<file path="src/inc/dtbmi_pkg.sv">
// constants, types and helpers for the data-lane termination and mask/invert block
package dtbmi_pkg;

  // register byte addresses
  localparam logic [4:0] ADDR_MODE_REG_THREE    = 5'h0_0;
  localparam logic [4:0] ADDR_MODE_REG_ELEVEN   = 5'h0_4;
  localparam logic [4:0] ADDR_MODE_REG_THIRTEEN = 5'h0_8;
  localparam logic [4:0] ADDR_LANE_CONFIG       = 5'h0_C;
  localparam logic [4:0] ADDR_LANE_STATUS       = 5'h1_0;

  // field positions
  localparam int READ_INV_BIT   = 6;
  localparam int WRITE_INV_BIT  = 7;
  localparam int MASK_EN_BIT    = 5;
  localparam int STRENGTH_LSB   = 0;
  localparam int STRENGTH_W     = 3;
  localparam int BAND_LSB       = 0;
  localparam int LAT_SET_B_BIT  = 3;
  localparam int PRE_TWO_BIT    = 4;
  localparam int BURST_32_BIT   = 5;

  // reset values
  localparam logic [7:0] MODE_REG_THREE_RST    = 8'h0_0;
  localparam logic [7:0] MODE_REG_ELEVEN_RST   = 8'h0_0;
  localparam logic [7:0] MODE_REG_THIRTEEN_RST = 8'h0_0;
  localparam logic [7:0] LANE_CONFIG_RST       = 8'h0_3;

  // timing: core clock and analog windows
  localparam int CORE_PERIOD_PS     = 20000;
  localparam int TERM_RISE_MIN_PS   = 1500;
  localparam int TERM_RISE_MAX_PS   = 3500;
  localparam int TERM_FALL_MIN_PS   = 1500;
  localparam int TERM_FALL_MAX_PS   = 3500;
  localparam int RISE_MIN_CYC  = (TERM_RISE_MIN_PS + CORE_PERIOD_PS - 1) / CORE_PERIOD_PS;
  localparam int RISE_MAX_CYC  = TERM_RISE_MAX_PS / CORE_PERIOD_PS;
  localparam int TERM_RISE_CYC = (RISE_MIN_CYC > RISE_MAX_CYC) ? RISE_MIN_CYC :
                                 ((RISE_MAX_CYC < 1) ? 1 : RISE_MAX_CYC);
  localparam int FALL_MIN_CYC  = (TERM_FALL_MIN_PS + CORE_PERIOD_PS - 1) / CORE_PERIOD_PS;
  localparam int FALL_MAX_CYC  = TERM_FALL_MAX_PS / CORE_PERIOD_PS;
  localparam int TERM_FALL_CYC = (FALL_MIN_CYC > FALL_MAX_CYC) ? FALL_MIN_CYC :
                                 ((FALL_MAX_CYC < 1) ? 1 : FALL_MAX_CYC);

  // latencies in link clocks per band; zero marks a band without termination
  localparam logic [5:0] BURST_32_EXTRA = 6'h0_8;
  localparam logic [5:0] ON_PRE1_A [8] = '{6'h00, 6'h00, 6'h04, 6'h04, 6'h06, 6'h06, 6'h08, 6'h08};
  localparam logic [5:0] ON_PRE1_B [8] = '{6'h00, 6'h00, 6'h08, 6'h0C, 6'h10, 6'h12, 6'h16, 6'h18};
  localparam logic [5:0] ON_PRE2_A [8] = '{6'h00, 6'h00, 6'h00, 6'h04, 6'h04, 6'h06, 6'h06, 6'h08};
  localparam logic [5:0] ON_PRE2_B [8] = '{6'h00, 6'h00, 6'h06, 6'h0C, 6'h0E, 6'h12, 6'h14, 6'h18};
  localparam logic [5:0] OFF_SET_A [8] = '{6'h00, 6'h00, 6'h12, 6'h14, 6'h16, 6'h18, 6'h1A, 6'h1C};
  localparam logic [5:0] OFF_SET_B [8] = '{6'h00, 6'h00, 6'h16, 6'h1C, 6'h20, 6'h24, 6'h28, 6'h2C};

  typedef enum logic [2:0] {
    CMD_NONE, CMD_WRITE, CMD_MASK_WRITE, CMD_FIFO_WRITE,
    CMD_READ, CMD_MODE_READ, CMD_MODE_WRITE, CMD_FIFO_READ
  } dtbmi_cmd_type;

  typedef enum logic [2:0] {
    TERM_IDLE, TERM_WAIT_ON, TERM_RISE, TERM_ON, TERM_FALL
  } dtbmi_term_type;

  // everything that arrives on pins from the controller
  typedef struct packed {
    logic          link_clk;
    logic          clk_enable;
    logic          power_down;
    logic          self_refresh;
    logic          write_level;
    logic          cmd_strobe;
    dtbmi_cmd_type cmd_kind;
    logic          beat_valid;
    logic [15:0]   dq;
    logic [1:0]    mask_invert_pin;
  } dtbmi_pin_type;

  function automatic logic [3:0] dtbmi_ones(input logic [7:0] v);
    logic [3:0] n;
    n = 4'h0;
    for (int i = 0; i < 8; i++) begin
      n = n + {3'b000, v[i]};
    end
    return n;
  endfunction : dtbmi_ones

endpackage : dtbmi_pkg

</file>
<file path="src/hdl/dtbmi_lane.sv">
// data-lane termination timing and byte mask/invert handling
`timescale 1ns/10ps
module dtbmi_lane
  import dtbmi_pkg::*;
(
  input  wire logic        CORE_CLK,
  input  wire logic        RESET_N,
  // register port
  input  wire logic [4:0]  REG_ADDR,
  input  wire logic [7:0]  REG_WDATA,
  input  wire logic        REG_WRITE,
  input  wire logic        REG_READ,
  output logic      [7:0]  REG_RDATA,
  // pins from the controller
  input  wire logic        LINK_CLK,
  input  wire logic        CLK_ENABLE,
  input  wire logic        POWER_DOWN,
  input  wire logic        SELF_REFRESH,
  input  wire logic        WRITE_LEVEL,
  input  wire logic        CMD_STROBE,
  input  wire logic [2:0]  CMD_KIND,
  input  wire logic        BEAT_VALID,
  input  wire logic [15:0] DQ_IN,
  output logic      [15:0] DQ_OUT,
  output logic             DQ_OE,
  input  wire logic [1:0]  MI_IN,
  output logic      [1:0]  MI_OUT,
  output logic             MI_OE,
  output logic             MI_RX_EN,
  // termination switches
  output logic             TERM_DQ,
  output logic             TERM_DQS,
  output logic             TERM_MI,
  // array side
  output logic      [15:0] WR_DATA,
  output logic      [1:0]  WR_BYTE_EN,
  output logic             WR_VALID,
  output logic      [1:0]  TRAIN_BIT,
  output logic             TRAIN_VALID,
  input  wire logic        RD_VALID,
  input  wire logic        RD_IS_FIFO,
  input  wire logic [15:0] RD_DATA,
  input  wire logic [1:0]  RD_TRAIN_BIT
);

  dtbmi_pin_type  pin_raw;
  dtbmi_pin_type  pin_meta;
  dtbmi_pin_type  pin_sync;
  logic           link_last;
  logic           link_rise;
  logic [7:0]     mode_reg_three;
  logic [7:0]     mode_reg_eleven;
  logic [7:0]     mode_reg_thirteen;
  logic [7:0]     lane_config;
  logic           read_inv;
  logic           write_inv;
  logic           mask_en;
  logic           any_func;
  logic           term_allowed;
  logic [2:0]     band;
  logic [5:0]     on_lat;
  logic [5:0]     off_lat;
  logic           cmd_go;
  logic           term_start;
  dtbmi_cmd_type  wr_kind;
  dtbmi_term_type state;
  dtbmi_term_type next_state;
  logic [5:0]     on_cnt;
  logic [5:0]     off_cnt;
  logic [2:0]     win_cnt;
  logic           on_expire;
  logic           off_expire;
  logic           beat_go;
  logic [15:0]    next_wr_data;
  logic [1:0]     next_byte_en;
  logic [15:0]    next_dq_out;
  logic [1:0]     next_mi_out;

  assign pin_raw = '{LINK_CLK, CLK_ENABLE, POWER_DOWN, SELF_REFRESH, WRITE_LEVEL,
                     CMD_STROBE, dtbmi_cmd_type'(CMD_KIND), BEAT_VALID, DQ_IN, MI_IN};

  // two flops before any logic looks at a pin
  always_ff @(posedge CORE_CLK) begin
    if (!RESET_N) begin
      pin_meta  <= '0;
      pin_sync  <= '0;
      link_last <= 1'b0;
    end else begin
      pin_meta  <= pin_raw;
      pin_sync  <= pin_meta;
      link_last <= pin_sync.link_clk;
    end
  end

  assign link_rise = pin_sync.link_clk && !link_last;

  // register writes
  always_ff @(posedge CORE_CLK) begin
    if (!RESET_N) begin
      mode_reg_three    <= MODE_REG_THREE_RST;
      mode_reg_eleven   <= MODE_REG_ELEVEN_RST;
      mode_reg_thirteen <= MODE_REG_THIRTEEN_RST;
      lane_config       <= LANE_CONFIG_RST;
    end else if (REG_WRITE) begin
      unique case (REG_ADDR)
        ADDR_MODE_REG_THREE:    mode_reg_three    <= REG_WDATA;
        ADDR_MODE_REG_ELEVEN:   mode_reg_eleven   <= REG_WDATA;
        ADDR_MODE_REG_THIRTEEN: mode_reg_thirteen <= REG_WDATA;
        ADDR_LANE_CONFIG:       lane_config       <= REG_WDATA;
        default: ;
      endcase
    end
  end

  // register reads, data one cycle after the strobe, zero elsewhere
  always_ff @(posedge CORE_CLK) begin
    if (!RESET_N) begin
      REG_RDATA <= 8'h0_0;
    end else if (REG_READ) begin
      unique case (REG_ADDR)
        ADDR_MODE_REG_THREE:    REG_RDATA <= mode_reg_three;
        ADDR_MODE_REG_ELEVEN:   REG_RDATA <= mode_reg_eleven;
        ADDR_MODE_REG_THIRTEEN: REG_RDATA <= mode_reg_thirteen;
        ADDR_LANE_CONFIG:       REG_RDATA <= lane_config;
        ADDR_LANE_STATUS:       REG_RDATA <= {TERM_DQS, TERM_DQ, term_allowed, 2'b00, state};
        default:                REG_RDATA <= 8'h0_0;
      endcase
    end else begin
      REG_RDATA <= 8'h0_0;
    end
  end

  assign read_inv  = mode_reg_three[READ_INV_BIT];
  assign write_inv = mode_reg_three[WRITE_INV_BIT];
  assign mask_en   = mode_reg_thirteen[MASK_EN_BIT];
  assign any_func  = read_inv || write_inv || mask_en;

  // strength, power-down and self refresh with clock enable low gate the switch
  assign term_allowed = (mode_reg_eleven[STRENGTH_LSB +: STRENGTH_W] != 3'b000)
                        && !pin_sync.power_down
                        && !(pin_sync.self_refresh && !pin_sync.clk_enable);

  // latency lookup
  assign band = lane_config[BAND_LSB +: 3];
  always_comb begin
    if (lane_config[PRE_TWO_BIT]) begin
      on_lat = lane_config[LAT_SET_B_BIT] ? ON_PRE2_B[band] : ON_PRE2_A[band];
    end else begin
      on_lat = lane_config[LAT_SET_B_BIT] ? ON_PRE1_B[band] : ON_PRE1_A[band];
    end
    off_lat = lane_config[LAT_SET_B_BIT] ? OFF_SET_B[band] : OFF_SET_A[band];
    if (lane_config[BURST_32_BIT] && off_lat != 6'h0_0) begin
      off_lat = off_lat + BURST_32_EXTRA;
    end
  end

  // command edge is the second command cycle; only writes that carry data start
  assign cmd_go     = link_rise && pin_sync.cmd_strobe;
  assign term_start = cmd_go && on_lat != 6'h0_0 && (pin_sync.cmd_kind == CMD_WRITE
                      || pin_sync.cmd_kind == CMD_MASK_WRITE
                      || pin_sync.cmd_kind == CMD_FIFO_WRITE);

  always_ff @(posedge CORE_CLK) begin
    if (!RESET_N) begin
      wr_kind <= CMD_NONE;
    end else if (cmd_go) begin
      wr_kind <= pin_sync.cmd_kind;
    end
  end

  // latency counters tick on link edges only
  assign on_expire  = link_rise && on_cnt == 6'h0_1;
  assign off_expire = link_rise && off_cnt == 6'h0_1;

  always_ff @(posedge CORE_CLK) begin
    if (!RESET_N) begin
      on_cnt <= 6'h0_0;
    end else if (term_start && (state == TERM_IDLE || state == TERM_FALL)) begin
      on_cnt <= on_lat;
    end else if (link_rise && on_cnt != 6'h0_0) begin
      on_cnt <= on_cnt - 6'h0_1;
    end
  end

  // a later write extends the burst, so the off count restarts
  always_ff @(posedge CORE_CLK) begin
    if (!RESET_N) begin
      off_cnt <= 6'h0_0;
    end else if (term_start) begin
      off_cnt <= off_lat;
    end else if (link_rise && off_cnt != 6'h0_0) begin
      off_cnt <= off_cnt - 6'h0_1;
    end
  end

  // analog window counter; both windows fit in one core cycle at this rate
  always_ff @(posedge CORE_CLK) begin
    if (!RESET_N) begin
      win_cnt <= 3'h0;
    end else if (state != next_state) begin
      win_cnt <= 3'h0;
    end else if (win_cnt != 3'h7) begin
      win_cnt <= win_cnt + 3'h1;
    end
  end

  always_comb begin
    next_state = state;
    unique case (state)
      TERM_IDLE:    if (term_start) next_state = TERM_WAIT_ON;
      TERM_WAIT_ON: if (on_expire) next_state = TERM_RISE;
      TERM_RISE: begin
        if (win_cnt == 3'(TERM_RISE_CYC - 1)) next_state = TERM_ON;
      end
      TERM_ON:      if (off_expire) next_state = TERM_FALL;
      TERM_FALL: begin
        if (term_start) next_state = TERM_WAIT_ON;
        else if (win_cnt == 3'(TERM_FALL_CYC - 1)) next_state = TERM_IDLE;
      end
    endcase
  end

  always_ff @(posedge CORE_CLK) begin
    if (!RESET_N) begin
      state <= TERM_IDLE;
    end else begin
      state <= next_state;
    end
  end

  // switches; write leveling keeps data and mask lanes open
  always_ff @(posedge CORE_CLK) begin
    if (!RESET_N) begin
      TERM_DQ  <= 1'b0;
      TERM_MI  <= 1'b0;
      TERM_DQS <= 1'b0;
    end else begin
      TERM_DQ  <= term_allowed && !pin_sync.write_level
                  && (state == TERM_ON || state == TERM_FALL);
      TERM_MI  <= term_allowed && !pin_sync.write_level
                  && (state == TERM_ON || state == TERM_FALL);
      TERM_DQS <= term_allowed && (pin_sync.write_level
                  || state == TERM_ON || state == TERM_FALL);
    end
  end

  // write beats, each byte on its own pin
  assign beat_go = link_rise && pin_sync.beat_valid;

  for (genvar b = 0; b < 2; b++) begin : g_wbyte
    logic [7:0] d;
    logic       m;
    logic [3:0] upper_ones;
    assign d          = pin_sync.dq[b*8 +: 8];
    assign m          = pin_sync.mask_invert_pin[b];
    assign upper_ones = dtbmi_ones({d[7:2], 2'b00});
    always_comb begin
      next_wr_data[b*8 +: 8] = d;
      next_byte_en[b]        = 1'b1;
      unique case (wr_kind)
        CMD_MASK_WRITE: begin
          if (mask_en && write_inv) begin
            if (!m && upper_ones >= 4'h5) next_byte_en[b] = 1'b0;
            else if (m) next_wr_data[b*8 +: 8] = ~d;
          end else if (mask_en) begin
            next_byte_en[b] = !m;
          end else if (write_inv && m) begin
            next_wr_data[b*8 +: 8] = ~d;
          end
        end
        CMD_WRITE, CMD_MODE_WRITE: begin
          if (write_inv && m) next_wr_data[b*8 +: 8] = ~d;
        end
        default: ;
      endcase
    end
  end

  always_ff @(posedge CORE_CLK) begin
    if (!RESET_N) begin
      WR_DATA     <= 16'h0000;
      WR_BYTE_EN  <= 2'b00;
      WR_VALID    <= 1'b0;
      TRAIN_BIT   <= 2'b00;
      TRAIN_VALID <= 1'b0;
    end else begin
      WR_VALID    <= beat_go && wr_kind != CMD_FIFO_WRITE;
      TRAIN_VALID <= beat_go && wr_kind == CMD_FIFO_WRITE;
      if (beat_go) begin
        WR_DATA    <= (wr_kind == CMD_FIFO_WRITE) ? pin_sync.dq : next_wr_data;
        WR_BYTE_EN <= (wr_kind == CMD_FIFO_WRITE) ? 2'b11 : next_byte_en;
        TRAIN_BIT  <= any_func ? pin_sync.mask_invert_pin : 2'b00;
      end
    end
  end

  // receivers only while the pin carries meaning for the current write
  always_ff @(posedge CORE_CLK) begin
    if (!RESET_N) begin
      MI_RX_EN <= 1'b0;
    end else begin
      unique case (wr_kind)
        CMD_WRITE, CMD_MODE_WRITE: MI_RX_EN <= write_inv;
        CMD_MASK_WRITE:            MI_RX_EN <= mask_en || write_inv;
        CMD_FIFO_WRITE:            MI_RX_EN <= any_func;
        default:                   MI_RX_EN <= 1'b0;
      endcase
    end
  end

  // read path, per byte
  for (genvar b = 0; b < 2; b++) begin : g_rbyte
    logic [7:0] d;
    assign d = RD_DATA[b*8 +: 8];
    always_comb begin
      if (RD_IS_FIFO) begin
        next_dq_out[b*8 +: 8] = d;
        next_mi_out[b]        = RD_TRAIN_BIT[b];
      end else if (read_inv && dtbmi_ones(d) > 4'h4) begin
        next_dq_out[b*8 +: 8] = ~d;
        next_mi_out[b]        = 1'b1;
      end else begin
        next_dq_out[b*8 +: 8] = d;
        next_mi_out[b]        = 1'b0;
      end
    end
  end

  always_ff @(posedge CORE_CLK) begin
    if (!RESET_N) begin
      DQ_OUT <= 16'h0000;
      DQ_OE  <= 1'b0;
      MI_OUT <= 2'b00;
      MI_OE  <= 1'b0;
    end else begin
      DQ_OE <= RD_VALID;
      MI_OE <= RD_VALID && (RD_IS_FIFO ? any_func : read_inv);
      if (RD_VALID) begin
        DQ_OUT <= next_dq_out;
        MI_OUT <= next_mi_out;
      end
    end
  end
endmodule : dtbmi_lane

</file>
<file path="config.mk">
export PLATFORM = sky130hd
export DESIGN_NAME = dtbmi_lane
export DESIGN_NICKNAME = d
export VERILOG_FILES = /design/src/inc/dtbmi_pkg.sv /design/src/hdl/dtbmi_lane.sv
export SDC_FILE = /design/constraint.sdc
export NUM_CORES = 1
export LEC_CHECK = 0
export ABC_AREA = 1
export BUFFER_PORTS_ARGS = -buffer_cell sky130_fd_sc_hd__buf_2
export CAP_MARGIN = 20
export CELL_PAD_IN_SITES_DETAIL_PLACEMENT = 2
export CELL_PAD_IN_SITES_GLOBAL_PLACEMENT = 2
export CORE_MARGIN = 5
export CORE_UTILIZATION = 35
export CTS_CLUSTER_DIAMETER = 120
export DETAILED_ROUTE_END_ITERATION = 10
export GPL_TIMING_DRIVEN = 0
export MAX_ROUTING_LAYER = met4
export PLACE_DENSITY_LB_ADDON = 0.1
export SETUP_SLACK_MARGIN = 0.4
export SLEW_MARGIN = 5
export SYNTH_ARGS = -nofsm -noshare
export SYNTH_HDL_FRONTEND = slang
export SYNTH_SLANG_ARGS = --single-unit
</file>
<file path="constraint.sdc">
create_clock -name CORE_CLK -period 6.4 [get_ports CORE_CLK]
set_input_delay 0.32 -clock CORE_CLK [delete_from_list [all_inputs] [get_ports CORE_CLK]]
set_output_delay 0.32 -clock CORE_CLK [all_outputs]
set_load 0.05 [all_outputs]
</file>
-- Word-level counts from Yosys, hierarchy flattened
Memory sizes are Yosys's and may differ from the RTL's.
Index checks and enable logic that the tools add are counted.
- word-level logic and storage cells: 230
- output and inout port bits: 54
- memories kept: 6
- memory bits (read-only): 288
- bits of input ports: 65
- flip-flop bits (word level): 163
- multiplexer cells: 62
- add/subtract/negate cells: 28
- bitwise operators: 6
- equality and inequality tests: 20
- reduce and logical (&&, ||, !) cells: 60
- magnitude comparators: 5
- memory list (memory ; depth ; width ; read ports ; clocked after Yosys merged registers in ; wr ports ; RTL line ; text):
    (no name shown) ; 8 ; 6 ; 1 ; 0 ; 0 ; dtbmi_lane.sv:151 ; off_lat = lane_config[LAT_SET_B_BIT] ? OFF_SET_B[band] : OFF_SET_A[band];
    (no name shown) ; 8 ; 6 ; 1 ; 0 ; 0 ; dtbmi_lane.sv:151 ;
    (no name shown) ; 8 ; 6 ; 1 ; 0 ; 0 ; dtbmi_lane.sv:149 ; on_lat = lane_config[LAT_SET_B_BIT] ? ON_PRE1_B[band] : ON_PRE1_A[band];
    (no name shown) ; 8 ; 6 ; 1 ; 0 ; 0 ; dtbmi_lane.sv:149 ;
    (no name shown) ; 8 ; 6 ; 1 ; 0 ; 0 ; dtbmi_lane.sv:147 ; on_lat = lane_config[LAT_SET_B_BIT] ? ON_PRE2_B[band] : ON_PRE2_A[band];
    (no name shown) ; 8 ; 6 ; 1 ; 0 ; 0 ; dtbmi_lane.sv:147 ;
- operators by type and width (kind ; number):
    $mux W6 ; 21
    $mux W8 ; 14
    $add A4 B1 Y4 ; 12
    $pmux W8 S5 ; 1
    $not A8 Y8 ; 4
    $pmux W8 S2 ; 2
    $logic_and A1 B1 Y1 ; 27
    $reduce_bool A6 Y1 ; 4
    $eq A3 B2 Y1 const B ; 6
    $mux W3 ; 6
    $add A3 B1 Y4 ; 4
    $mux W16 ; 1
    $pmux W3 S5 ; 1
    $mux W1 ; 13
    $add A2 B1 Y3 ; 4
    $eq A6 B1 Y1 const B ; 2
    $sub A6 B1 Y6 const B ; 2
    $eq A5 B4 Y1 const B ; 2
    $reduce_and A2 Y1 ; 5
    $eq A3 B1 Y1 const B ; 3
    $logic_or A1 B1 Y1 ; 9
    $add A1 B1 Y2 ; 4
    $ge A4 B3 Y1 const B ; 2
    $gt A4 B3 Y1 const B ; 2
    other kinds (19) ; 30

-- Longest topological paths before layout
Gate-level depths: netlist of the first run.
- depth after elaboration: 13
- mapped depth: 14
- gate-level depth less buffers: 14

-- Least setup slack after synthesis of the first run
OpenSTA, ideal clock, no wires.
- path kind: input-to-reg
- from: input port RD_DATA[0]
- to: register DQ_OUT[6]
- path slack: 3.018 ns
- arrival time: 3.312 ns
- stages: 12
- buffers on the path: 0
- path through: inv_1 -> fa_1 -> fa_1 -> fa_1 -> inv_1 -> ha_1 -> fa_1 -> nor2_1 -> o22ai_1 -> nand3_1 -> xor2_1 -> a21oi_1
- longest elaborated chain between the ends: 11
- ends and longest elaborated chain (item ; RTL line ; text):
    from (decl) ; dtbmi_lane.sv:42 ; input wire logic [15:0] RD_DATA,
    $add A1 B1 Y2 ; dtbmi_pkg.sv:79 ; n = n + {3'b000, v[i]};
    $add A2 B1 Y3 ; dtbmi_pkg.sv:79 ;
    $add A3 B1 Y4 ; dtbmi_pkg.sv:79 ;
    $add A4 B1 Y4 (4 in a row) ; dtbmi_pkg.sv:79 ;
    $gt A4 B3 Y1 ; dtbmi_lane.sv:319 ; end else if (read_inv && dtbmi_ones(d) > 4'h4) begin
    $logic_and A1 B1 Y1 ; dtbmi_lane.sv:319 ;
    $mux W8 ; dtbmi_lane.sv:319 ;
    $mux W8 ; dtbmi_lane.sv:316 ; if (RD_IS_FIFO) begin
    to (signal assigned) ; dtbmi_lane.sv:339 ; DQ_OUT <= next_dq_out;
    to (decl) ; dtbmi_lane.sv:24 ; output logic [15:0] DQ_OUT,
Every way passes these cells.
A chain may end at the register's enable or synchronous reset.

-- Final worst setup path of the first run
- from: input port RD_DATA[8]
- to: register DQ_OUT[10]
Same word-level chain as after synthesis.

==> summary.md, run 1 <==
| Metric | Value |
|---|---|
| Sink Count | 163 |
| Vias per cell | 4.87 |
| DRC | 0 |
| Post-CTS Resized | 0 |
| Area contributors post-synth | dfxtp_1 44%, inv_1 8.6%, nand2_1 6.7%, a21oi_1 6.3%, o21ai_0 6.3% |
| Clock buffer count from CTS | 17 |
| Sequential area share after synthesis | between 40 and 50% |
| Ant. Diodes | 0 |
| Crit path cell chain | buf_2 > inv_1 > fa_1 > fa_1 > fa_1 > inv_1 > ha_1 > fa_1 > nor2_1 > o22ai_1 > nand3_1 > xor2_1 > a21oi_1 |
| Final core occ | 42.7% |
| Most frequent CP cell | fa_1 |
| Routed vias | approximately 6,600 |
| Synth area leader | dfxtp_1 |
| Crit start category | primary input |
| Initial DRC Count | just under 200 |
| Total of max-cap violations | 0 |
| Max-slew violations | 0 |
| Clock power frac | roughly 43% |
| Main flop type after synthesis | dfxtp_1 |
| Clk slew on worst S/H paths | 0.08 ns |
| Relative slew slack | between 50 and 60% |
| Initial Util | 35.3% |
| Syn. warnings | 0 |
| NetSw | roughly 740 uW |
| CTS max path bufs | 2 |
| P_leak | 0.00440 uW |
| Crit. path cell count | 13 |
| Total grt overflow | 0 |
| Die W | about 150 um |
| Syn Nets | approximately 1,000 |
| Skew-Pair Late Insertion Delay | 0.43 ns |
| Std-Cell Rows | 53 |
| WP data arrival | between 3 and 4 ns |
| Actual slew at the worst max-slew pin | 0.729 ns |
| Buf+Inv Stages, Crit Path | 3 |
| IO Pins | 119 |
| Initial antenna violation count | 0 |
| Total negative slack | 0 ns |
| Die height | 155 um |
| Final number of setup-violating endpoints | 0 |
| Final WS setup | just under 3 ns |
| Area delta synth->final | 21.0% |
| Clk_skew | about 0.012 ns |
| Final ANT Viol Nets | 0 |
| Logic pwr share | 12.5% |
| Min-Delay Path Depth | 3 |
| Switch share | 30.4% |
| Share of total power in sequential cells | between 40% and 50% |
| Final Hold Vio Count | 0 |
| Most common cell in the netlist | inv_1 |
| Crit. End Element | flip-flop |
| Crit Path Class | in -> reg |
| Vias in the first global route | approximately 7,200 |
| CTS tree | done |
| H-tree Lvls | 4 |
| Crit path required time | between 6 and 7 ns |
| Min cycle time layout | about 3.5 ns |
| Layout cell share with drive strength beyond 1 | 16.0% |
| Floorplan core area | between 20,000 and 25,000 sq um |
| Crit path max-delay family | adder cells |
| Fraction of registers with async set/reset | 0% |
| DP Wirelength | 17,200 um |
| Unrepaired setup endpoints after global routing | no |
| Crit-path max cell delay | 0.55 ns |
| Post-CTS Hold Buffers | 0 |
| CP max FO | 9 |
| Synth cell types | 40 |
| Pre-CTS setup slack | between 2 and 2.5 ns |
| Synthesized cell area | around 7300 sq um |
| Avg Cell Area, Syn | around 7.9 sq um |
| Clock root cell | clkbuf_16 |
| RePlAce Congestion | slightly below 0.8 |
| Wire per inst | 17.0 um |
| Nets | approximately 1,200 |
| GRT Total Usage | 20.1% |
| Mapped Cells | 930 |
| First-pass GRT wire length | between 30,000 and 40,000 um |
| Post-CTS Setup Inserts | 0 |
| Status | finished, final reports clean |
| Worst Reg-to-Reg Cells | 10 |
| Post-synth EDFFs | 0 |
| PD cells | ~270 nW/um^2 |
| Worst min-delay path class | in -> reg |
| Synth top area share | between 40% and 50% |
| F_max | approximately 290 MHz |
| VDD IR max | 0.179 mV |
| IO buf count | between 100 and 150 |
| #FFs+latches synth | ~160 |
| Total wire length | ~23,000 um |
| Commonest cells in the netlist | 168 x inv_1, 163 x dfxtp_1, 131 x nand2_1, 92 x a21oi_1, 92 x o21ai_0 |
| Final period util | approximately 55% |
| Largest net degree at the start of global routing | 20 |
| DIE AREA | 24,000 sq um |
| Fill count | approximately 2,500 |
| Hold slack | 0.0630 ns |
| Critical-path top delay cell | fa_1 |
| Internal Power | approximately 1700 uW |
| Pre-Repair DR Iteration Count | 4 |
==> cell type report <==
| cell class | count | area, sq um | area share [%] |
|---|---|---|---|
| multi-input cells | 560 | 3270 | 36.9 |
| flip-flops and latches | 163 | 3260 | 36.7 |
| inverters | 173 | 649 | 7.31 |
| repair buffers | 116 | 581 | 6.54 |
| clock buffers | 17 | 425 | 4.79 |
| well taps | 275 | 344 | 3.87 |
| clock inverters | 15 | 190 | 2.14 |
| plain buffers | 34 | 155 | 1.75 |
==> cell families (layout without fill, tap and decap cells) <==
logic type,count (synthesis),in the layout,synth area share [%]
compound gates,221,221,16.5
xor+xnor,42,42,5.01
fa+ha+maj,40,40,8.25
buf+inv,207,355,11.0
flops,163,163,44.5
mux,1,1,0.136
simple gates,256,256,14.7
==> stage by stage <==
| step | instances | power [uW] | cell area (sq um) |
|---|---|---|---|
| floorplan | 930 | 1300 | 7340 |
| global placement | 1321 | 1390 | 8270 |
| detailed placement | 1321 | 1400 | 8270 |
| CTS | 1353 | 2460 | 8880 |
| global route | 1353 | 2540 | 8880 |
| finish | 1353 | 2420 | 8880 |
==> path summary, 6_finish.rpt <==
kind | end | start | slack [ns]
worst max-delay path | DQ_OUT[10] | RD_DATA[8] | 2.89
worst min-delay path | pin_meta[13] | DQ_IN[11] | 0.06
worst max register to register | WR_BYTE_EN[0] | g_wbyte[0].d[2] | 3.62
worst min register to register | g_wbyte[0].d[4] | pin_meta[6] | 0.42
==> tightest hold or removal path, cell delays in order <==
cell and delay [ns]:
buf_2 0.07, nand2_1 0.04, inv_1 0.04
==> layout by cell type (no fill, tap or decap), types with 2 or more instances in the layout <==
| cell | n |
|---|---|
| clkinv_1 | 2 |
| nand2_2 | 4 |
| nor2_4 | 2 |
| nor3_1 | 12 |
| buf_1 | 5 |
| ha_1 | 26 |
| clkinv_8 | 7 |
| nor2_1 | 62 |
| dfxtp_1 | 163 |
| nand2_1 | 131 |
| inv_1 | 168 |
| inv_8 | 3 |
| fa_1 | 14 |
| a211oi_1 | 11 |
| clkbuf_1 | 23 |
| buf_6 | 2 |
| o211a_1 | 2 |
| or2_2 | 2 |
| xnor2_1 | 5 |
| clkbuf_16 | 17 |
| buf_2 | 117 |
| nand3_1 | 38 |
| buf_4 | 3 |
| inv_6 | 3 |
| inv_2 | 3 |
| o22ai_1 | 13 |
| o221ai_1 | 3 |
| a21oi_1 | 92 |
| xor2_1 | 37 |
| o21ai_0 | 92 |
==> metal layers <==
metal	global-route usage, %	share of wire, %	vias to the layer above
li1	-	-	3213
met1	24.0	44	3254
met2	35.4	51	97
met3	3.72	2.9	28
met4	4.46	1.2	0
met5	-	0	-
==> state kept, by name (all words and copies together), names as in the netlist, 2 cells and up <==
register / cells
g_wbyte.m: 2
pin_sync: 10
g_wbyte.d: 16
off_cnt: 6
mode_reg_thirteen: 8
state: 3
WR_DATA: 16
DQ_OUT: 16
pin_meta: 28
MI_OUT: 2
mode_reg_eleven: 8
on_cnt: 6
wr_kind: 3
win_cnt: 3
REG_RDATA: 8
WR_BYTE_EN: 2
TRAIN_BIT: 2
mode_reg_three: 8
lane_config: 8
==> power groups by stage <==
stage	sequential [uW]	combinational (uW)	clock, uW
3_3_place_gp	1100	288	0
5_1_grt	1080	342	1120
3_5_place_dp	1100	302	0
4_1_cts	1080	310	1070
2_1_floorplan	1130	166	0
6_report	1080	302	1040
Power figures use the tool's default switching activity.
==> inputs of run 2 (changes only) <==
- CORE_UTILIZATION: 35 -> 30
- clock period: 6.4 -> 3 ns (I/O delays scaled with it)
==> run 2 against run 1 <==
The run now ends with negative setup slack left. Design area up 7.9%. Non-clock buffer count up 39. Clock power up 130%. Critical endpoint is now DQ_OUT[3].
==> summary.md, run 2 (synthesis gave the netlist of run 1 again) <==
| Metric | Value |
|---|---|
| Status | complete, but fails checks (was finished, final reports clean) |
| Failing checks | negative setup slack |
| Final Hold Vio Count | 0 (unchanged) |
| Wire per inst | 16.6 um (was 17.0 um) |
| Clk_skew | 0.0147 ns (was 0.0122 ns) |
| Final Instance Area | 9580 sq um (was 8880 sq um) |
| IO buf count | 116 (unchanged) |
| Crit path cell chain | buf_8 > inv_4 > fa_1 > fa_1 > fa_1 > inv_2 > ha_4 > fa_2 > nor2_4 > o22ai_4 > buf_6 > nand3_4 > xor2_1 > a21oi_1 (was buf_2 > inv_1 > fa_1 > fa_1 > fa_1 > inv_1 > ha_1 > fa_1 > nor2_1 > o22ai_1 > nand3_1 > xor2_1 > a21oi_1) |
| Total wire length | 24,000 um (was 23,000 um) |
| Die W | 166 um (was 155 um) |
| Placed Area | 8360 sq um (was 8270 sq um) |
| Routed vias | 6,616 (was 6,592) |
| Largest Register | pin_meta (unchanged) |
| Min cycle time layout | 3.04 ns |
| F_max | approximately 330 MHz |
| Crit start category | primary input (unchanged) |
| DIE AREA | 27,700 sq um (was 24,000 sq um) |
| Total grt overflow | 0 (unchanged) |
| Max-slew violations | 0 (unchanged) |
| P_leak | 0.00460 uW (was 0.00440 uW) |
| Commonest cells after routing, fill and taps aside | 159 x dfxtp_1, 159 x inv_1, 131 x nand2_1 (was 168 x inv_1, 163 x dfxtp_1, 131 x nand2_1) |
| Nets | 1,211 (was 1,170) |
| Std-Cell Rows | 57 (was 53) |
| Actual slew at the worst max-slew pin | 0.793 ns (was 0.729 ns) |
| WL met3 | 673 um (was 665 um) |
| Hold slack | 0.0241 ns (was 0.0630 ns) |
| Area delta synth->final | 30.5% (was 21.0%) |
| Critical-path top delay cell | fa_1 (unchanged) |
| Area occupied by multi-input gates | 3450 sq um (was 3270 sq um) |
| Sink Count | 163 (unchanged) |
| IO Pins | 119 (unchanged) |
| Worst hold start | REG_WDATA[3] (was DQ_IN[11]) |
| Clock buffer count from CTS | 17 (unchanged) |
| Most frequent CP cell | fa_1 (unchanged) |
| Final WS setup | -0.0395 ns (was 2.89 ns) |
| Crit-path max cell delay | 0.57 ns (was 0.55 ns) |
| First-pass GRT wire length | 38,100 um (was 37,100 um) |
| Worst min-delay path class | in -> reg (unchanged) |
| CP max FO | 4 (was 9) |
| GRT Total Usage | 17.6% (was 20.1%) |
| Die height | 166 um (was 155 um) |
| DR top layer | met4 (unchanged) |
| Final period util | 101% |
| WL met1 | 11,200 um (was 10,200 um) |
| CTS max path bufs | 2 (unchanged) |
| Ant. Diodes | 0 (unchanged) |
| Relative slew slack | 47.2% (was 51.4%) |
| Vias in the first global route | 7,141 (was 7,172) |
| FF-to-FF Start | g_wbyte[0].d[3] (was g_wbyte[0].d[2]) |
| Largest net degree at the start of global routing | 19 (was 20) |
| Pre-CTS setup slack | -0.576 ns (was 2.41 ns) |
| Largest register FFs | 28 (unchanged) |
| Crit path required time | 3.31 ns (was 6.70 ns) |
| Skew-Pair Late Insertion Delay | 0.43 ns (about the same) |
| FF+latch area | 3270 sq um (was 3260 sq um) |
| Unrepaired setup endpoints after global routing | yes (was no) |
| Buf+Inv Stages, Crit Path | 4 (was 3) |
| H-tree Lvls | 4 (unchanged) |
| Crit. End Element | flip-flop (unchanged) |
| Final ANT Viol Nets | 0 (unchanged) |
| Final number of setup-violating endpoints | 4 (was 0) |
| Vias per cell | 4.58 (was 4.87) |
| Crit path max-delay family | adder cells (unchanged) |
| Dpl cells | 1,370 (was 1,321) |
| Pre-Repair DR Iteration Count | 4 (unchanged) |
| Fill count | 2,707 (was 2,458) |
| DP Wirelength | 17,400 um (was 17,200 um) |
| Initial DRC Count | 198 (was 193) |
| Layout Cells excl Fill | 1,443 (was 1,353) |
| Total of max-cap violations | 0 (unchanged) |
| DRC | 0 (unchanged) |
| CP Launch Point | RD_DATA[3] (was RD_DATA[8]) |
| VDD IR max | 0.391 mV (was 0.179 mV) |
| Initial antenna violation count | 0 (unchanged) |
| RePlAce Congestion | 0.770 (was 0.778) |
| Floorplan core area | 24,200 sq um (was 20,800 sq um) |
| Crit Path Class | in -> reg (unchanged) |
| Overall Power | 5470 uW (was 2420 uW) |
| Clk slew on worst S/H paths | 0.08 ns (about the same) |
| CTS tree | done (unchanged) |
| Initial Util | 30.4% (was 35.3%) |
| Met2 wire length | 11,900 um (was 11,800 um) |
| PD cells | 571 nW/um^2 (was 273 nW/um^2) |
| WP data arrival | 3.35 ns (was 3.81 ns) |
| Clock root cell | clkbuf_16 (unchanged) |
| Layout cell share with drive strength beyond 1 | 18.9% (was 16.0%) |
==> run 2: worst register-to-register path, stage by stage, from the launching register on <==
cell	delay, ns
dfxtp_2	0.33
fa_1	0.54
inv_1	0.05
fa_1	0.50
inv_2	0.06
ha_4	0.15
fa_1	0.42
o211a_1	0.21
o21ai_1	0.12
o221ai_1	0.11
inv_1	0.09
==> run 2: final timing paths <==
kind                                          end  slack (ns)  depth (start not counted)
worst max-delay path                    DQ_OUT[3]       -0.04                         14
worst max register to register      WR_BYTE_EN[0]        0.35                         10
worst min-delay path            mode_reg_three[3]        0.02                          3
worst min register to register       pin_sync[21]        0.41                          2
==> run 2: power by group <==
group	internal, uW	total, uW	switching, uW
clock	1290	2340	1060
sequential	2250	2300	50.8
combinational	325	831	506
total	3860	5470	1610
==> run 2: repair_timing <==
item | in CTS | in global routing
setup buffers | 2 | 4
hold buffers | 32 | 1
pin swaps | 16 | 16
endpoints found under the setup margin | 20 | 30
cloned | 1 | 1
hold endpoints to repair | 32 | 1
gates resized for setup | 21 | 29
==> run 2: cell type report <==
type | count | share of cell area, %
inverter | 173 | 6.96
sequential | 163 | 34.1
timing repair buffer | 155 | 10.5
clock inverter | 15 | 2.10
clock buffer | 17 | 4.44
multi-input combinational | 562 | 36.0
tap | 324 | 4.23
buffer | 34 | 1.62
==> run 2: per-stage QoR <==
stage               setup TNS (ns)  utilization (%)
floorplan                   -0.783                -
global placement             -7.90             34.6
detailed placement           -8.97             34.6
CTS                              0             38.9
global route                -0.682             39.6
finish                     -0.0843             39.6
==> run 2: metal layers <==
| layer | up-vias | track usage, % |
|---|---|---|
| li1 | 3306 | - |
| met3 | 14 | 3.27 |
| met2 | 85 | 29.6 |
| met4 | 0 | 3.52 |
| met5 | - | - |
| met1 | 3211 | 22.4 |
==> inputs of run 3 (changes only) <==
- REMOVE_ABC_BUFFERS: not set -> 1
==> run 3 against run 2 <==
The run now ends clean. Critical path depth down 1. Register-to-register slack about the same. Total power down 1.7%. Sequential share of layout area up 0.52 points. Routed wire length down 8.7%. Global-route usage down 1.4 points. Clock power about the same. Clock skew down 0.0019 ns. First-iteration DRC count down 5.6%. Via count down 0.70%. Final cell count down 2.0%. Highest routed layer unchanged.
==> summary.md, run 3 (synthesis gave the netlist of run 1 again) <==
| Metric | Value |
|---|---|
| Status | finished, final reports clean (was complete, but fails checks) |
| Sink Count | 163 (unchanged) |
| Skew-Pair Late Insertion Delay | 0.42 ns (was 0.43 ns) |
| DIE AREA | 27,700 sq um (unchanged) |
| Min-Delay Path Depth | 3 (unchanged) |
| DP Wirelength | 15,000 um (was 17,400 um) |
| Worst Reg-to-Reg Cells | 10 (unchanged) |
| Largest net degree at the start of global routing | 82 (was 19) |
| RePlAce Congestion | 0.775 (was 0.770) |
| Die height | 166 um (unchanged) |
| Crit start category | primary input (unchanged) |
| Largest register FFs | 28 (unchanged) |
| Layout cell share with drive strength beyond 1 | 19.2% (was 18.9%) |
| Reg-to-reg slack, setup | 0.36 ns (was 0.35 ns) |
| Vias in the first global route | 7,145 (was 7,141) |
| Hold EP | MI_OUT[0] (was mode_reg_three[3]) |
| Critical-path top delay cell | fa_1 (unchanged) |
| IO buf count | 118 (was 116) |
| Final Instance Area | 9440 sq um (was 9580 sq um) |
| FF-to-FF Start | g_wbyte[0].d[2] (was g_wbyte[0].d[3]) |
| PD cells | 570 nW/um^2 (was 571 nW/um^2) |
| Largest Register | pin_meta (unchanged) |
| Clock root cell | clkbuf_16 (unchanged) |
| WP data arrival | 3.18 ns (was 3.35 ns) |
| Final period util | 97.0% (was 101%) |
| VDD IR max | 0.308 mV (was 0.391 mV) |
| Most frequent CP cell | fa_1 (unchanged) |
| Worst reg2reg endpoint | WR_BYTE_EN[0] (unchanged) |
| Clock buffer count from CTS | 17 (unchanged) |
| Total grt overflow | 0 (unchanged) |
| Worst hold start | RD_TRAIN_BIT[0] (was REG_WDATA[3]) |
| Crit path required time | 3.28 ns (was 3.31 ns) |
| DRC | 0 (unchanged) |
| Unrepaired setup endpoints after global routing | yes (unchanged) |
| Dpl cells | 1,339 (was 1,370) |
| Placed Area | 8210 sq um (was 8360 sq um) |
| Actual slew at the worst max-slew pin | 0.928 ns (was 0.793 ns) |
| Layout Cells excl Fill | 1,414 (was 1,443) |
| F_max | 344 MHz (was 329 MHz) |
| Area delta synth->final | 28.5% (was 30.5%) |
| Pre-Repair DR Iteration Count | 5 (was 4) |
| Crit path cell chain | buf_6 > inv_2 > fa_1 > fa_1 > fa_1 > inv_2 > ha_4 > fa_2 > nor2_2 > o22ai_4 > nand3_4 > xor2_1 > a21oi_1 (was buf_8 > inv_4 > fa_1 > fa_1 > fa_1 > inv_2 > ha_4 > fa_2 > nor2_4 > o22ai_4 > buf_6 > nand3_4 > xor2_1 > a21oi_1) |
| Vias per cell | 4.65 (was 4.58) |
| Nets | 1,183 (was 1,211) |
| Crit path max-delay family | adder cells (unchanged) |
| Buf+Inv Stages, Crit Path | 3 (was 4) |
| Hold slack | 0.0308 ns (was 0.0241 ns) |
| Final Hold Vio Count | 0 (unchanged) |
| Initial Util | 30.4% (unchanged) |
| Commonest cells after routing, fill and taps aside | 161 x inv_1, 159 x dfxtp_1, 131 x nand2_1 (was 159 x dfxtp_1, 159 x inv_1, 131 x nand2_1) |
| Clk_skew | 0.0128 ns (was 0.0147 ns) |
| Initial DRC Count | 187 (was 198) |
| Crit Path Class | in -> reg (unchanged) |
| GRT Total Usage | 16.2% (was 17.6%) |
| Initial antenna violation count | 0 (unchanged) |
| First-pass GRT wire length | 36,100 um (was 38,100 um) |
| Crit-path max cell delay | 0.55 ns (was 0.57 ns) |
| Total of max-cap violations | 0 (unchanged) |
| Total wire length | 21,900 um (was 24,000 um) |
| Final ANT Viol Nets | 0 (unchanged) |
| CTS tree | done (unchanged) |
| CTS max path bufs | 2 (unchanged) |
| Fill count | 2,783 (was 2,707) |
| P_leak | 0.00456 uW (was 0.00460 uW) |
| Overall Power | 5380 uW (was 5470 uW) |
| Wire per inst | 15.5 um (was 16.6 um) |
| H-tree Lvls | 4 (unchanged) |
| Worst min-delay path class | in -> reg (unchanged) |
| Std-Cell Rows | 57 (unchanged) |
| IO Pins | 119 (unchanged) |
| Relative slew slack | 37.8% (was 47.2%) |
| Final number of setup-violating endpoints | 0 (was 4) |
| Floorplan core area | 24,200 sq um (unchanged) |
| Commonest non-fill, non-tap cell in the layout | inv_1 |
| CP max FO | 5 (was 4) |
| Clk slew on worst S/H paths | 0.07 ns (was 0.08 ns) |
| Routed vias | 6,570 (was 6,616) |
| Min cycle time layout | 2.91 ns (was 3.04 ns) |
| Ant. Diodes | 0 (unchanged) |
| Max-slew violations | 0 (unchanged) |
| Die W | 166 um (unchanged) |
| Crit. End Element | flip-flop (unchanged) |
-- run 3: changes by cell type in the layout (fill, tap and decap cells not counted), sizes merged, moves of 2 or more --
cell         delta
clkbuf         -23
inv             -6
buf             -3
clkinvlp        +3
dlygate4sd3     -2
-- run 3: metal layers --
metal,up-vias,GRT usage [%],part of all wire [%]
li1,3235,-,-
met1,3234,19.7,46
met2,90,27.9,49
met3,11,3.37,3.5
met4,0,3.70,1.1
met5,-,-,0
-- run 3: metrics by stage --
step	utilization (%)	TNS, ns	setup WS [ns]
2_1_floorplan	-	-3.49	-0.212
3_3_place_gp	33.8	-28.53	-1.13
3_5_place_dp	34.0	-10.85	-0.680
4_1_cts	38.6	0	0.134
5_1_grt	39.0	-0.0135	-0.0127
6_report	39.0	0	0.0914
-- run 3: how the worst max path moves through the flow --
| stage | from | to | slack, ns | cells after the start |
|---|---|---|---|---|
| after floorplan | RD_DATA[0] | DQ_OUT[0] | -0.21 | 12 |
| after global placement | RESET_N | WR_VALID | -1.13 | 3 |
| after detailed placement | RD_DATA[0] | DQ_OUT[2] | -0.68 | 13 |
| after CTS | RD_DATA[0] | DQ_OUT[2] | 0.13 | 13 |
| after global routing | RD_DATA[11] | DQ_OUT[15] | -0.01 | 13 |
| final | RD_DATA[11] | DQ_OUT[15] | 0.09 | 13 |
-- run 3: tightest hold or removal path, cell delays in order --
cell and delay, ns:
buf_2 0.08, a21oi_1 0.07, a21oi_2 0.12
-- run 3: power breakdown --
group	switching, uW	leakage (uW)	total, uW	internal (uW)
Clock	995	0.000296	2330	1340
Combinational	459	0.00293	749	291
Sequential	50.5	0.00133	2300	2250
Total	1500	0.00456	5380	3870
-- run 3: cell type report --
cell class / count / area (sq um) / area share, %
inverter: 173 / 653 / 6.92
sequential: 163 / 3270 / 34.6
timing repair buffer: 161 / 1060 / 11.3
tap: 324 / 405 / 4.30
multi-input combinational: 562 / 3430 / 36.3
clock buffer: 17 / 425 / 4.51
clock inverter: 14 / 194 / 2.06
-- run 3: timing repair --
action | in CTS | in global routing
setup buffers | 7 | 4
hold buffers | 31 | 0
gates resized for setup | 28 | 16
pin swaps | 12 | 14
endpoints found under the hold margin | 31 | 0
gates cloned | 2 | 0
setup endpoints to repair | 32 | 33
